## src/ptcd_pkg.sv

```systemverilog
package ptcd_pkg;

    // ------------------------------------------------------------
    // bus commands
    // ------------------------------------------------------------
    localparam logic [3:0] CMD_IO_READ = 4'h2;
    localparam logic [3:0] CMD_IO_WRITE = 4'h3;
    localparam logic [3:0] CMD_CFG_READ = 4'ha;
    localparam logic [3:0] CMD_CFG_WRITE = 4'hb;

    // ------------------------------------------------------------
    // configuration space
    // ------------------------------------------------------------
    localparam logic [7:0] CFG_IO_WINDOW_BASE = 8'h14;
    localparam logic [7:0] CFG_BUS_LATENCY_WISH = 8'h3f;
    localparam logic [7:0] BUS_LATENCY_WISH_VALUE = 8'h00;
    localparam logic [11:0] IO_WINDOW_BASE_RESET = 12'h000;
    localparam int BASE_LSB = 20;
    localparam int LAT_LSB = 24;
    localparam logic [31:0] IO_SPACE_INDICATOR = 32'h0000_0001;

    // ------------------------------------------------------------
    // io window layout
    // ------------------------------------------------------------
    localparam int WINDOW_HALF_BIT = 19;
    localparam logic [19:0] OFS_TRANSFER_COUNT_CONTROL_STATUS = 20'h00000;
    localparam logic [19:0] OFS_COMMAND_ENABLE_SELECT = 20'h00004;
    localparam logic [19:0] OFS_TRANSFER_ADDRESS_COUNTER = 20'h00008;
    localparam logic [31:0] DMA_REG_RESET = 32'h0000_0000;

    // ------------------------------------------------------------
    // types
    // ------------------------------------------------------------
    typedef struct packed {
        logic [31:0] addr;
        logic [3:0] cmd;
        logic idsel;
    } ptcd_addr_t;

    typedef struct packed {
        logic we;
        logic [19:0] offset;
        logic [31:0] data;
    } ptcd_dma_wr_t;

    typedef enum logic [2:0] {
        ST_IDLE,
        ST_CLAIM,
        ST_DEVSEL,
        ST_WAIT,
        ST_DATA,
        ST_PARK
    } ptcd_state_t;

endpackage

```

## src/ptcd_target.sv

```systemverilog
`timescale 1ns/1ps

// Functional notes
// - bus latency wish register is eight bits, read-only, always zero.
// - configuration access claimed only with config command and select input high.
// - command code a is configuration read, b is configuration write.
// - on reads all four byte drivers enable with device select and controls.
// - target ready follows device select by two clock cycles plus any local side wait.
// - word moves when both ready lines are low; reads drive internal data.
// - stop asserted together with target ready, forcing a disconnect.
// - controls driven high one cycle after the transfer, then released.
// - configuration write matches read but never enables the data drivers.
// - address and command latched on first edge with frame low.
// - dma and local accesses share sequence; local ones wait for local side.
// - dma register reads use the configuration read timing.
// - io window accesses are whole 32-bit words.
// - lower half of the 1M window is dma registers, upper half local.
// - dma registers clear to zero on bus reset.
// - io window base is a writable 12-bit field in bits 31 to 20.

module ptcd_target (
    // clock and reset
    input wire logic CLK,
    input wire logic NRST,
    // bus inputs
    input wire logic FRAME_N,
    input wire logic IRDY_N,
    input wire logic IDSEL,
    input wire logic [31:0] AD_IN,
    input wire logic [3:0] CBE_N,
    // bus outputs
    output logic [31:0] AD_OUT,
    output logic [3:0] AD_OE,
    output logic DEVSEL_N,
    output logic TRDY_N,
    output logic STOP_N,
    output logic TAR_OE,
    // local side
    output logic [16:0] LOC_ADDR,
    output logic [31:0] LOC_WDATA,
    output logic LOC_RD,
    output logic LOC_WR,
    input wire logic [31:0] LOC_RDATA,
    input wire logic LOC_ACK,
    // register contents
    output logic [11:0] IO_WINDOW_BASE,
    output logic [31:0] TRANSFER_COUNT_CONTROL_STATUS,
    output logic [31:0] COMMAND_ENABLE_SELECT,
    output logic [31:0] TRANSFER_ADDRESS_COUNTER
);

    // ------------------------------------------------------------
    // input synchronisers
    // ------------------------------------------------------------
    logic frame_m;
    logic frame_s;
    logic irdy_m;
    logic irdy_s;
    logic idsel_m;
    logic idsel_s;
    logic [31:0] ad_m;
    logic [31:0] ad_s;
    logic [3:0] cbe_m;
    logic [3:0] cbe_s;

    always_ff @(posedge CLK or negedge NRST) begin
        if (!NRST) begin
            frame_m <= 1'b1;
            frame_s <= 1'b1;
            irdy_m <= 1'b1;
            irdy_s <= 1'b1;
            idsel_m <= 1'b0;
            idsel_s <= 1'b0;
            ad_m <= 32'h0000_0000;
            ad_s <= 32'h0000_0000;
            cbe_m <= 4'hf;
            cbe_s <= 4'hf;
        end else begin
            frame_m <= FRAME_N;
            frame_s <= frame_m;
            irdy_m <= IRDY_N;
            irdy_s <= irdy_m;
            idsel_m <= IDSEL;
            idsel_s <= idsel_m;
            ad_m <= AD_IN;
            ad_s <= ad_m;
            cbe_m <= CBE_N;
            cbe_s <= cbe_m;
        end
    end

    // ------------------------------------------------------------
    // decode helpers
    // ------------------------------------------------------------
    function automatic logic is_cfg_cmd(input logic [3:0] cmd);
        return (cmd == ptcd_pkg::CMD_CFG_READ) || (cmd == ptcd_pkg::CMD_CFG_WRITE);
    endfunction

    function automatic logic is_io_cmd(input logic [3:0] cmd);
        return (cmd == ptcd_pkg::CMD_IO_READ) || (cmd == ptcd_pkg::CMD_IO_WRITE);
    endfunction

    function automatic logic [7:0] cfg_dword(input logic [31:0] addr);
        return {addr[7:2], 2'h0};
    endfunction

    function automatic logic is_base_reg(input logic [31:0] addr);
        return cfg_dword(addr) == ptcd_pkg::CFG_IO_WINDOW_BASE;
    endfunction

    function automatic logic is_lat_reg(input logic [31:0] addr);
        return cfg_dword(addr) == {ptcd_pkg::CFG_BUS_LATENCY_WISH[7:2], 2'h0};
    endfunction

    function automatic logic selects(input ptcd_pkg::ptcd_state_t st);
        return st inside {ptcd_pkg::ST_DEVSEL, ptcd_pkg::ST_WAIT, ptcd_pkg::ST_DATA};
    endfunction

    // ------------------------------------------------------------
    // state
    // ------------------------------------------------------------
    ptcd_pkg::ptcd_state_t state;
    ptcd_pkg::ptcd_state_t next_state;
    ptcd_pkg::ptcd_addr_t cap;
    ptcd_pkg::ptcd_addr_t next_cap;
    ptcd_pkg::ptcd_dma_wr_t dma_wr;
    logic frame_prev;
    logic is_read;
    logic next_is_read;
    logic is_ext;
    logic next_is_ext;
    logic loc_busy;
    logic next_loc_busy;
    logic [31:0] next_ad_out;
    logic [3:0] next_ad_oe;
    logic next_devsel_n;
    logic next_trdy_n;
    logic next_stop_n;
    logic next_tar_oe;
    logic [16:0] next_loc_addr;
    logic [31:0] next_loc_wdata;
    logic next_loc_rd;
    logic next_loc_wr;
    logic [11:0] next_base;
    logic [31:0] dma_rdata;
    logic [31:0] cfg_rdata;
    logic cfg_hit;
    logic io_hit;

    ptcd_dma_regs u_dma_regs (
        .clk(CLK),
        .nrst(NRST),
        .wr(dma_wr),
        .rd_offset(cap.addr[19:0]),
        .rd_data(dma_rdata),
        .tccs(TRANSFER_COUNT_CONTROL_STATUS),
        .cesr(COMMAND_ENABLE_SELECT),
        .acr(TRANSFER_ADDRESS_COUNTER)
    );

    // ------------------------------------------------------------
    // configuration read data
    // ------------------------------------------------------------
    always_comb begin
        cfg_rdata = 32'h0000_0000;
        if (is_base_reg(cap.addr)) begin
            cfg_rdata = {IO_WINDOW_BASE, 20'h00000} | ptcd_pkg::IO_SPACE_INDICATOR;
        end else if (is_lat_reg(cap.addr)) begin
            cfg_rdata = {ptcd_pkg::BUS_LATENCY_WISH_VALUE, 24'h000000};
        end
    end

    assign cfg_hit = cap.idsel && is_cfg_cmd(cap.cmd);
    assign io_hit = is_io_cmd(cap.cmd) && (cap.addr[31:20] == IO_WINDOW_BASE);

    // ------------------------------------------------------------
    // target sequencer
    // ------------------------------------------------------------
    always_comb begin
        next_state = state;
        next_cap = cap;
        next_is_read = is_read;
        next_is_ext = is_ext;
        next_loc_busy = loc_busy;
        next_ad_out = AD_OUT;
        next_loc_addr = LOC_ADDR;
        next_loc_wdata = LOC_WDATA;
        next_loc_rd = 1'b0;
        next_loc_wr = 1'b0;
        next_base = IO_WINDOW_BASE;
        dma_wr = '0;
        if (loc_busy && LOC_ACK) begin
            next_loc_busy = 1'b0;
        end
        case (state)
            ptcd_pkg::ST_IDLE: begin
                if (!frame_s && frame_prev) begin
                    next_cap = '{addr: ad_s, cmd: cbe_s, idsel: idsel_s};
                    next_state = ptcd_pkg::ST_CLAIM;
                end
            end
            ptcd_pkg::ST_CLAIM: begin
                next_is_read = !cap.cmd[0];
                next_is_ext = io_hit && cap.addr[ptcd_pkg::WINDOW_HALF_BIT];
                next_loc_addr = cap.addr[18:2];
                if (cfg_hit) begin
                    next_ad_out = cfg_rdata;
                    next_state = ptcd_pkg::ST_DEVSEL;
                end else if (io_hit) begin
                    next_ad_out = dma_rdata;
                    next_state = ptcd_pkg::ST_DEVSEL;
                end else begin
                    next_state = ptcd_pkg::ST_IDLE;
                end
            end
            ptcd_pkg::ST_DEVSEL: begin
                if (!(is_ext && loc_busy)) begin
                    next_state = ptcd_pkg::ST_WAIT;
                    next_loc_rd = is_ext && is_read;
                end
            end
            ptcd_pkg::ST_WAIT: begin
                if (!is_ext) begin
                    next_state = ptcd_pkg::ST_DATA;
                end else if (!is_read || LOC_ACK) begin
                    next_ad_out = is_read ? LOC_RDATA : AD_OUT;
                    next_state = ptcd_pkg::ST_DATA;
                end
            end
            ptcd_pkg::ST_DATA: begin
                if (!irdy_s) begin
                    next_state = ptcd_pkg::ST_PARK;
                    if (!is_read) begin
                        if (is_cfg_cmd(cap.cmd)) begin
                            if (is_base_reg(cap.addr)) begin
                                next_base = ad_s[31:ptcd_pkg::BASE_LSB];
                            end
                        end else if (is_ext) begin
                            next_loc_wr = 1'b1;
                            next_loc_wdata = ad_s;
                            next_loc_busy = 1'b1;
                        end else begin
                            dma_wr = '{we: 1'b1, offset: cap.addr[19:0], data: ad_s};
                        end
                    end
                end
            end
            ptcd_pkg::ST_PARK: begin
                next_state = ptcd_pkg::ST_IDLE;
            end
            default: begin
                next_state = ptcd_pkg::ST_IDLE;
            end
        endcase
    end

    // ------------------------------------------------------------
    // pin drive decode
    // ------------------------------------------------------------
    always_comb begin
        next_devsel_n = !selects(next_state);
        next_trdy_n = (next_state != ptcd_pkg::ST_DATA);
        next_stop_n = (next_state != ptcd_pkg::ST_DATA);
        next_tar_oe = selects(next_state) || (next_state == ptcd_pkg::ST_PARK);
        next_ad_oe = 4'h0;
        if (next_is_read && !next_devsel_n) begin
            next_ad_oe = 4'hf;
        end
    end

    // ------------------------------------------------------------
    // sequencer registers
    // ------------------------------------------------------------
    always_ff @(posedge CLK or negedge NRST) begin
        if (!NRST) begin
            state <= ptcd_pkg::ST_IDLE;
            cap <= '0;
            frame_prev <= 1'b1;
            is_read <= 1'b0;
            is_ext <= 1'b0;
        end else begin
            state <= next_state;
            cap <= next_cap;
            frame_prev <= frame_s;
            is_read <= next_is_read;
            is_ext <= next_is_ext;
        end
    end

    // ------------------------------------------------------------
    // pin registers
    // ------------------------------------------------------------
    always_ff @(posedge CLK or negedge NRST) begin
        if (!NRST) begin
            AD_OUT <= 32'h0000_0000;
            AD_OE <= 4'h0;
            DEVSEL_N <= 1'b1;
            TRDY_N <= 1'b1;
            STOP_N <= 1'b1;
            TAR_OE <= 1'b0;
        end else begin
            AD_OUT <= next_ad_out;
            AD_OE <= next_ad_oe;
            DEVSEL_N <= next_devsel_n;
            TRDY_N <= next_trdy_n;
            STOP_N <= next_stop_n;
            TAR_OE <= next_tar_oe;
        end
    end

    // ------------------------------------------------------------
    // local side registers
    // ------------------------------------------------------------
    always_ff @(posedge CLK or negedge NRST) begin
        if (!NRST) begin
            loc_busy <= 1'b0;
            LOC_ADDR <= 17'h00000;
            LOC_WDATA <= 32'h0000_0000;
            LOC_RD <= 1'b0;
            LOC_WR <= 1'b0;
        end else begin
            loc_busy <= next_loc_busy;
            LOC_ADDR <= next_loc_addr;
            LOC_WDATA <= next_loc_wdata;
            LOC_RD <= next_loc_rd;
            LOC_WR <= next_loc_wr;
        end
    end

    // ------------------------------------------------------------
    // configuration registers
    // ------------------------------------------------------------
    always_ff @(posedge CLK or negedge NRST) begin
        if (!NRST) begin
            IO_WINDOW_BASE <= ptcd_pkg::IO_WINDOW_BASE_RESET;
        end else begin
            IO_WINDOW_BASE <= next_base;
        end
    end

endmodule

```

## src/ptcd_dma_regs.sv

```systemverilog
`timescale 1ns/1ps

module ptcd_dma_regs (
    // clock and reset
    input wire logic clk,
    input wire logic nrst,
    // write port
    input ptcd_pkg::ptcd_dma_wr_t wr,
    // read port
    input wire logic [19:0] rd_offset,
    output logic [31:0] rd_data,
    // register contents
    output logic [31:0] tccs,
    output logic [31:0] cesr,
    output logic [31:0] acr
);

    // ------------------------------------------------------------
    // offset decode
    // ------------------------------------------------------------
    function automatic logic [1:0] reg_index(input logic [19:0] ofs);
        logic [1:0] idx;
        idx = 2'h3;
        if (ofs == ptcd_pkg::OFS_TRANSFER_COUNT_CONTROL_STATUS) begin
            idx = 2'h0;
        end else if (ofs == ptcd_pkg::OFS_COMMAND_ENABLE_SELECT) begin
            idx = 2'h1;
        end else if (ofs == ptcd_pkg::OFS_TRANSFER_ADDRESS_COUNTER) begin
            idx = 2'h2;
        end
        return idx;
    endfunction

    logic [31:0] next_tccs;
    logic [31:0] next_cesr;
    logic [31:0] next_acr;

    // ------------------------------------------------------------
    // register file
    // ------------------------------------------------------------
    always_comb begin
        next_tccs = tccs;
        next_cesr = cesr;
        next_acr = acr;
        if (wr.we) begin
            case (reg_index(wr.offset))
                2'h0: next_tccs = wr.data;
                2'h1: next_cesr = wr.data;
                2'h2: next_acr = wr.data;
                default: next_acr = acr;
            endcase
        end
    end

    always_ff @(posedge clk or negedge nrst) begin
        if (!nrst) begin
            tccs <= ptcd_pkg::DMA_REG_RESET;
            cesr <= ptcd_pkg::DMA_REG_RESET;
            acr <= ptcd_pkg::DMA_REG_RESET;
        end else begin
            tccs <= next_tccs;
            cesr <= next_cesr;
            acr <= next_acr;
        end
    end

    always_comb begin
        case (reg_index(rd_offset))
            2'h0: rd_data = tccs;
            2'h1: rd_data = cesr;
            2'h2: rd_data = acr;
            default: rd_data = 32'h0000_0000;
        endcase
    end

endmodule

```

## config.mk

```make
export PLATFORM = sky130hd
export DESIGN_NAME = ptcd_target
export DESIGN_NICKNAME = d
export VERILOG_FILES = /design/src/ptcd_pkg.sv /design/src/ptcd_target.sv /design/src/ptcd_dma_regs.sv
export SDC_FILE = /design/constraint.sdc
export NUM_CORES = 1
export LEC_CHECK = 0
export BUFFER_PORTS_ARGS = -buffer_cell sky130_fd_sc_hd__buf_2
export CAP_MARGIN = 40
export CORE_MARGIN = 1.5
export CORE_UTILIZATION = 30
export CTS_BUF_LIST = sky130_fd_sc_hd__clkbuf_4
export DETAILED_ROUTE_END_ITERATION = 8
export GPL_ROUTABILITY_DRIVEN = 1
export SLEW_MARGIN = 10
export SYNTH_ARGS = -nofsm -noshare
export SYNTH_HDL_FRONTEND = slang
export SYNTH_SLANG_ARGS = --single-unit
```

## constraint.sdc

```tcl
create_clock -name CLK -period 3.1 [get_ports CLK]
set_input_delay 0.465 -clock CLK [delete_from_list [all_inputs] [get_ports CLK]]
set_output_delay 0.465 -clock CLK [all_outputs]
set_load 0.01 [all_outputs]
```

* Yosys cells after proc, flatten, opt, wreduce, memory -nomap -nowiden *
Cells that the tools add are included.

storage, ports and cells
  logic and storage cells = 134
  bits in writable memories = 0
  memory bits (read-only) = 0
  register bits = 320
  latch bits = 0
  memories kept = 0

operators by class
  shift-type cells = 0
  div/mod/pow operators = 0
  bitwise gates (word level) = 3
  $mul = 0
  order comparisons = 0
  muxes and demuxes = 43
  reductions and logical operators = 30
  eq/ne operators = 27
  add/subtract/negate cells = 0

operator list
  operator             number
  $mux 53              5
  $mux 32              6
  $pmux 32 s3          1
  $pmux 32 s2          1
  $eq 20x3->1 const B  2
  $eq 20x4->1 const B  2
  $logic_not 20->1     2
  $mux 1               16
  $mux 3               5
  $pmux 3 s5           1
  $reduce_and 5->1     3
  $mux 2               7
  $eq 12x12->1         1
  $eq 3x2->1 const B   4
  $eq 3x3->1 const B   3
  $eq 4x2->1 const B   2
  $eq 4x4->1 const B   2
  $logic_and 1x1->1    8
  $reduce_and 2->1     4
  $eq 6x3->1 const B   1
  $ne 2x2->1 const B   3
  $ne 3x3->1 const B   2
  $eq 2x1->1 const B   2
  $eq 2x2->1 const B   2
  9 further kinds      18

* Longest topological paths before layout *
Gate-level depths: netlist of run 1.

  depth in word-level cells = 13
  gate-level depth with buffers = 8
  gate-level depth less buffers = 8

* Modules after synthesis *
Synthesis of run 1 repeated with hierarchy kept, for this count alone.

second synthesis, totals
  cells, all modules = 1,021
  area total of the unflattened synthesis = 13,038.8 um^2

by module, submodules not included
  module         area an instance (um^2)  seq. area each (um^2)  cells an instance  times used
  ptcd_target    8,463.1                  5,549.1                656                1
  ptcd_dma_regs  4,575.6                  2,402.3                365                1

* Worst setup path before layout of run 1 *
Ideal clock, no wire load.

  path type = register -> register
  from = register IO_WINDOW_BASE[5]
  to = register AD_OUT[0]
  setup time = 127 ps
  slack = 671 ps
  required time = 2,973 ps
  cell stages (with the launch flop) = 7
  data arrival time = 2,301 ps
  path buffers = 1
  cells stage by stage = dfrtp_1 -> xor2_1 -> or4_1 -> or4_4 -> a21boi_4 -> buf_6 -> mux2_1

between the ends
  cells in the longest elaborated chain, start to end = 4

ends and longest elaborated chain
  what                        line                text
  from (decl)                 ptcd_target.sv:46   output logic [11:0] IO_WINDOW_BASE,
  from (signal assigned)      ptcd_target.sv:335  IO_WINDOW_BASE <= ptcd_pkg::IO_WINDOW_BASE_RESET;
  from (signal assigned)      ptcd_target.sv:337  IO_WINDOW_BASE <= next_base;
  $eq 12x12->1                ptcd_target.sv:174  assign io_hit = is_io_cmd(cap.cmd) && (cap.addr[31:20] == IO_WINDOW_BASE);
  $logic_and 1x1->1           ptcd_target.sv:174
  $ne 3x3->1 (no line)        -
  $reduce_and 5->1 (no line)  -
  to (signal assigned)        ptcd_target.sv:302  AD_OUT <= next_ad_out;
  to (decl)                   ptcd_target.sv:32   output logic [31:0] AD_OUT,

No other way between the ends.
A chain may end at the register's enable or synchronous reset.

* Worst setup path after layout of run 1 *
  from = register IO_WINDOW_BASE[8]
  to = register AD_OE[2]

between the ends
  cells in the longest elaborated chain, start to end = 9

ends and longest elaborated chain
  what                                      line                text
  $eq 12x12->1 (*)                          ptcd_target.sv:174
  $logic_and 1x1->1 (*)                     ptcd_target.sv:174
  $mux 2 (*)                                ptcd_target.sv:209  end else if (io_hit) begin
  $mux 2 (*)                                ptcd_target.sv:206  if (cfg_hit) begin
  $pmux 3 s5 (*)                            ptcd_target.sv:195  case (state)
  named net next_state[1]                   ptcd_target.sv:123  ptcd_pkg::ptcd_state_t next_state;
  $eq 3x2->1 or $eq 3x3->1 (tied branches)  ptcd_target.sv:116  return st inside {ptcd_pkg::ST_DEVSEL, ptcd_pkg::ST_WAIT, ptcd_pkg::ST_DATA};
  $reduce_bool 3->1 (*)                     ptcd_target.sv:116
  $logic_and 1x1->1 (*)                     ptcd_target.sv:266  if (next_is_read && !next_devsel_n) begin
  $mux 4 (*)                                ptcd_target.sv:266
  to (signal assigned)                      ptcd_target.sv:303  AD_OE <= next_ad_oe;
  to (decl)                                 ptcd_target.sv:33   output logic [3:0] AD_OE,

The timed path passes the listed nets; every way through them passes the cells marked *.

==> results of run 1 <==
synth_stat cells (6+ instances only):
cell	instances	share of area, %
nor4_1	6	0.30
dfstp_2	15	3.2
nand2_1	129	3.9
mux2_1	59	5.4
mux2_2	134	12
inv_1	7	0.21
buf_1	6	0.18
nor2_1	42	1.3
dfrtp_1	302	61
and2_1	11	0.56
buf_6	6	0.55
mux2i_1	33	2.7
xor2_1	7	0.49
o21ai_0	34	1.4
a22oi_1	11	0.67
a21oi_1	38	1.5
clkbuf_1	31	0.94
layout make-up:
class | count | area [µm²]
Clock inverter | 28 | 139
Clock buffer | 134 | 1010
Timing Repair Buffer | 359 | 2270
Multi-Input combinational cell | 552 | 4180
Inverter | 7 | 26.3
Antenna cell | 2 | 5.00
Sequential cell | 317 | 7950
Fill cell | 3917 | 24600
Tap cell | 532 | 666
through the flow:
stage | std cells | power [W]
after floorplan | 928 | 0.00601
after global placement | 1707 | 0.00691
after detailed placement | 1707 | 0.00696
after CTS | 1929 | 0.0110
after global routing | 1931 | 0.0114
final | 1931 | 0.0108
kinds of logic after synthesis:
logic type	Yosys count
adder cells (fa/ha/maj)	1
multiplexers	226
buffers and inverters	59
AND/OR/NAND/NOR	221
XOR/XNOR	12
AO/OA/AOI/OAI	92
flip-flops	317
report_power, final:
part           switching, W  leakage, nW  internal, W  total [W]
Combinational      0.000948         3.51     0.000861    0.00181
Sequential         0.000402         4.00      0.00470    0.00510
Clock               0.00180        0.687      0.00206    0.00386
Total               0.00315         8.20      0.00762     0.0108
per-layer routing:
| layer | vias up | part of all wire, % |
|---|---|---|
| li1 | 4089 | - |
| met1 | 4427 | 43 |
| met2 | 318 | 47 |
| met3 | 75 | 7.2 |
| met4 | 0 | 2.7 |
| met5 | - | 0 |
registers in the layout, indices dropped and copies added (netlist names), 3 cells and up:
register,count
cap,37
AD_OUT,32
LOC_WDATA,32
ad_m,32
ad_s,32
u_dma_regs.acr,32
u_dma_regs.cesr,32
u_dma_regs.tccs,32
LOC_ADDR,17
IO_WINDOW_BASE,12
cbe_m,4
cbe_s,4
state,3
tightest hold or removal path, cell delays in order:
cell	delay, ns
buf_2	0.08
a22oi_1	0.07
o21ai_0	0.07
mux2_1	0.13
final timing paths:
kind | startpoint | end | slack (ns) | cells past startpoint
min in group asynchronous | NRST | u_dma_regs.acr[18] | 0.22 | 2
max in group asynchronous | NRST | AD_OUT[0] | 2.01 | 3
max | IO_WINDOW_BASE[8] | AD_OE[2] | 0.45 | 8
max reg2reg | IO_WINDOW_BASE[8] | AD_OE[2] | 0.45 | 8
min | LOC_RDATA[28] | AD_OUT[28] | 0.09 | 4
min reg2reg | ad_m[3] | ad_s[3] | 0.34 | 0
==> results.yml, run 1 <==
run_status:
  outcome: "complete, no violations"
placed_design:
  port_buffers: 272
  gp_congestion: 0.843
  dp_slack_ns: 0.373
  place_area_um2: 14500
  hpwl_um: 25200
cts:
  cts_tree: "built"
  htreeDepth: 3
  post_cts_resize_count: 0
  ctsLongestPathBuffers: 3
  path_clk_slew_ns: 0.07
  cts_setup_buffers: 0
  root_buffer: "clkbuf_4"
  cts.sinks: 317
  cts_hold_buf: 60
  clock_latency_ns: 0.76
  numCtsBuffers: 90
drt:
  drtIter0Drc: 388
  wl_um: 37200
  dr_total_vias: 8909
  ant_nets: 0
  avgRoutedWirePerCell_um: 19.3
  first_pass_iters: 5
  drc: 0
  vias_per_cell: 4.61
setup_path:
  crit_required_ns: 3.74
  crit_fanout: 4
  worst-path-buf-inv: 0
  critPathKind: "register to register"
  cpMaxStageDelayCell: "a2111oi_0"
  arrival_ns: 3.29
  cp_top_family: "compound AO/OA/AOI/OAI gates"
  cp-end-kind: "register"
  path_cells: "xor2_1, or2_2, nor3b_1, nand4b_1, a2111oi_0, ha_1, a211oi_1, a211oi_1"
  crit_path_start_kind: "register"
  cpPeakStageDelay_ns: 0.65
  cpMostUsedCell: "a211oi_1"
hold_path:
  worstHoldPathType: "input port to register"
synth:
  synthCells: 928
  synthArstFlopShare_pct: 100
  synth_cell_type_count: 45
  synth-seq-area-share_pct: 64.2
  synth_xor_area_share_pct: 0.848
  syn_avg_cell_area_um2: 13.4
  yosysWarnings: 0
  synth-edff-count: 0
  synth_area_um2: 12400
  synth_top_family_by_area: "multiplexers"
  synth_compound_area_share_pct: 4.23
  synthMuxAreaShare_pct: 20.2
  ys.flop_type: "dfrtp_1"
  synthAdderAreaFrac_pct: 0.101
  ys_ff_latch: 317
  synth-simple-area-share_pct: 8.11
  synth_nets: 1003
timing:
  skew_ns: 0.0447
  whs_ns: 0.0934
  slew_headroom_pct: 56.6
  setup_viol: 0
  layout_setup_ws_ns: 0.451
  fmax_mhz: 377
  drv_slew: 0
  fin_crit_sh_pct: 85.5
  post-route-min-period_ns: 2.65
  tns_ns: 0
  rsz0062_at_grt: "false"
  worst_slew_pin_slew_ns: 0.635
  hold_violations: 0
global_route:
  met2_usage_pct: 28.1
  antenna_found_initial: 1
  grt_pass1_wl_um: 55500
  busiest_layer: "met2"
  grt_pass1_vias: 9060
  grt_util_met1_pct: 22.7
  overflow: 0
  grt_max_degree: 90
  met3_usage_pct: 5.00
  gr-usage-all-layers_pct: 17.7
floorplanning:
  fp.dieH_um: 206
  placementRows: 74
  design.portCount: 273
  core_area_um2: 40800
  die_w_um: 206
  initial_core_util_pct: 30.3
  die_area_um2: 42500
finish:
  finalNetCount: 1402
  layout_commonest_cell: "dfrtp_1"
  mostFrequentLayoutCells: "dfrtp_1 (300), buf_2 (271), mux2_2 (134), clkbuf_4 (134), nand2_1 (129)"
  drive_above_1_share_pct: 43.3
  fin_area_um2: 16200
  post-route-util_pct: 39.8
  area_growth_pct: 31.1
power_and_ir_drop:
  power_density_nw_per_um2: 663
  leakage_nw: 8.20
  peakVddDrop_mv: 0.422
flow_run:
  cap_violations: 0
Power figures use the tool's default switching activity.
==> run 2, diff against run 1 <==
--- a/config.mk
+++ b/config.mk
@@ -15,4 +15,5 @@
 export SLEW_MARGIN = 10
 export SYNTH_ARGS = -nofsm -noshare
 export SYNTH_HDL_FRONTEND = slang
+export SYNTH_HIERARCHICAL = 1
 export SYNTH_SLANG_ARGS = --single-unit
==> results.yml, run 2 <==
run_status:
  outcome: "complete, no violations"
finish:
  layout_commonest_cell: "dfrtp_1"
  drive_above_1_share_pct: 43.9
  area_growth_pct: 30.5
  finalNetCount: 1492
  fin_area_um2: 17000
  mostFrequentLayoutCells: "dfrtp_1 (301), buf_2 (271), mux2_2 (143), clkbuf_4 (122), nand2_1 (78)"
  regMostFlops: "cap"
  largest_reg_flops: 37
  post-route-util_pct: 39.6
timing:
  skew_ns: 0.0283
  setup_viol: 0
  worst_slew_pin_slew_ns: 0.793
  layout_setup_ws_ns: 0.118
  fmax_mhz: 335
  fin_crit_sh_pct: 96.2
  slew_headroom_pct: 47.2
  post-route-min-period_ns: 2.98
  hold_violations: 0
  drv_slew: 0
drt:
  ant_nets: 0
  avgRoutedWirePerCell_um: 19.4
  first_pass_iters: 4
  wl_um: 40200
  drc: 0
  dr_total_vias: 9707
  drtIter0Drc: 493
  vias_per_cell: 4.69
cts:
  ctsLongestPathBuffers: 3
  root_buffer: "clkbuf_4"
  clock_latency_ns: 0.78
  htreeDepth: 3
  cts.sinks: 317
  numCtsBuffers: 87
  cts_tree: "built"
  path_clk_slew_ns: 0.06
floorplanning:
  die_w_um: 211
  fp.dieH_um: 211
  die_area_um2: 44700
  design.portCount: 273
  initial_core_util_pct: 30.3
  core_area_um2: 43000
  placementRows: 76
synth:
  yosysWarnings: 6
  synth_nets: 1095
  synth_cell_type_count: 51
  synth_area_um2: 13000
  synth-edff-count: 0
  ys_ff_latch: 317
  syn_avg_cell_area_um2: 12.8
  synth_area_leaders: "dfrtp_1 (58%), mux2_2 (12%), mux2_4 (3.5%)"
  synthCells: 1021
  yosysTopAreaCell: "dfrtp_1"
  ys.flop_type: "dfrtp_1"
  yosysMostFrequentCell: "dfrtp_1"
  synth-seq-area-share_pct: 61.0
  synth_top_area_share_pct: 58.0
  synth.top_cells.by_count: "dfrtp_1 (302), mux2_2 (143), nand2_1 (80), nor2_1 (73), and2_1 (54)"
  synthArstFlopShare_pct: 100
placed_design:
  dp_slack_ns: 0.0163
  port_buffers: 272
  place_area_um2: 15200
  gp_congestion: 0.879
  hpwl_um: 27900
setup_path:
  arrival_ns: 3.62
  path_cells: "nor2b_2, nand2_2, nand2_4, nor2_2, and2_1, or4_4, or3_2, buf_12, mux2_4"
  worst-path-buf-inv: 1
  cpPeakStageDelay_ns: 0.55
  critPathKind: "register to register"
  crit_path_start_kind: "register"
  crit_required_ns: 3.74
  cp_top_family: "simple AND/OR/NAND/NOR gates"
  cpMaxStageDelayCell: "or4_4"
  crit_fanout: 32
  cp-end-kind: "register"
global_route:
  gr-usage-all-layers_pct: 18.2
  grt_max_degree: 91
  grt_pass1_wl_um: 60800
  grt_pass1_vias: 10000
  overflow: 0
  antenna_found_initial: 2
power_and_ir_drop:
  leakage_nw: 8.67
  power_density_nw_per_um2: 685
  peakVddDrop_mv: 0.347
  fin_total_pwr_w: 0.0116
hold_path:
  worstHoldPathType: "input port to register"
flow_run:
  cap_violations: 0
## run 2: per-layer routing
layer  global-route usage [%]  vias to the layer above  part of all wire, %
met5                        0                        -                    0
met4                     9.19                        0                  3.7
met3                     4.73                       91                  6.5
met2                     28.4                      367                   46
met1                     23.4                     4840                   44
li1                         -                     4409                    -
## run 2: final timing paths
kind,to,slack [ns],start,depth (start not counted)
worst max-delay path,u_dma_regs/tccs[25],0.12,cap[3],9
worst min-delay path,AD_OUT[30],0.1,LOC_RDATA[30],3
worst max register to register,u_dma_regs/tccs[25],0.12,cap[3],9
worst min register to register,ad_s[21],0.33,ad_m[21],0
max in group asynchronous,AD_OUT[27],1.82,NRST,3
min in group asynchronous,AD_OUT[26],0.31,NRST,2
## run 2: cell families (layout without fill, tap and decap cells)
family                    Yosys count  in the layout  share of synthesized area (%)
other                               0              3                              0
buffers and inverters              90            548                           3.20
AOI/OAI and AO/OA                 126            126                           6.40
and+or+nand+nor                   268            270                           10.1
xor gates and xnor gates           12             12                          0.806
muxes                             208            208                           18.5
DFF                               317            317                           61.0
## run 2: final cells by class
class                   count  area [µm²]
diodes                      3        7.51
clock buffers             122         916
clock inverters            30         153
fillers                  4241       26000
inverters                  19        71.3
multi-input cells         616        4740
flip-flops and latches    317        7950
well taps                 585         732
repair buffers            377        2440
## run 2: worst reg2reg max path, stage by stage, from the launching register on
cell     delay, ns
dfrtp_1       0.40
nor2b_2       0.19
nand2_2       0.13
nand2_4       0.14
nor2_2        0.12
and2_1        0.21
or4_4         0.55
or3_2         0.50
buf_12        0.19
mux2_4        0.42
## run 2: stage by stage
stage	cells	setup TNS [ns]	hold WS [ns]
final	2069	0	0.0985
after detailed placement	1839	0	0.335
after CTS	2064	0	0.00695
after global routing	2067	-0.0308	0.0358
after floorplan	1021	0	0.169
after global placement	1838	0	0.332
## run 2: repair_timing
| action | 4_1_cts | 5_1_grt |
|---|---|---|
| hold endpoints to repair | 156 | 0 |
| endpoints found under the setup margin | 16 | 68 |
| hold buffers | 72 | 0 |
| pin swaps | 1 | 1 |
| setup buffers | 0 | 1 |
| cloned | 1 | 1 |
| resized for setup | 0 | 5 |
## run 2: power by group
part | internal (W) | leakage, nW | total, W | switching (W)
sequential | 0.00480 | 4.05 | 0.00532 | 0.000519
combinational | 0.00116 | 3.98 | 0.00265 | 0.00149
clock | 0.00190 | 0.638 | 0.00368 | 0.00178
total | 0.00786 | 8.67 | 0.0116 | 0.00379
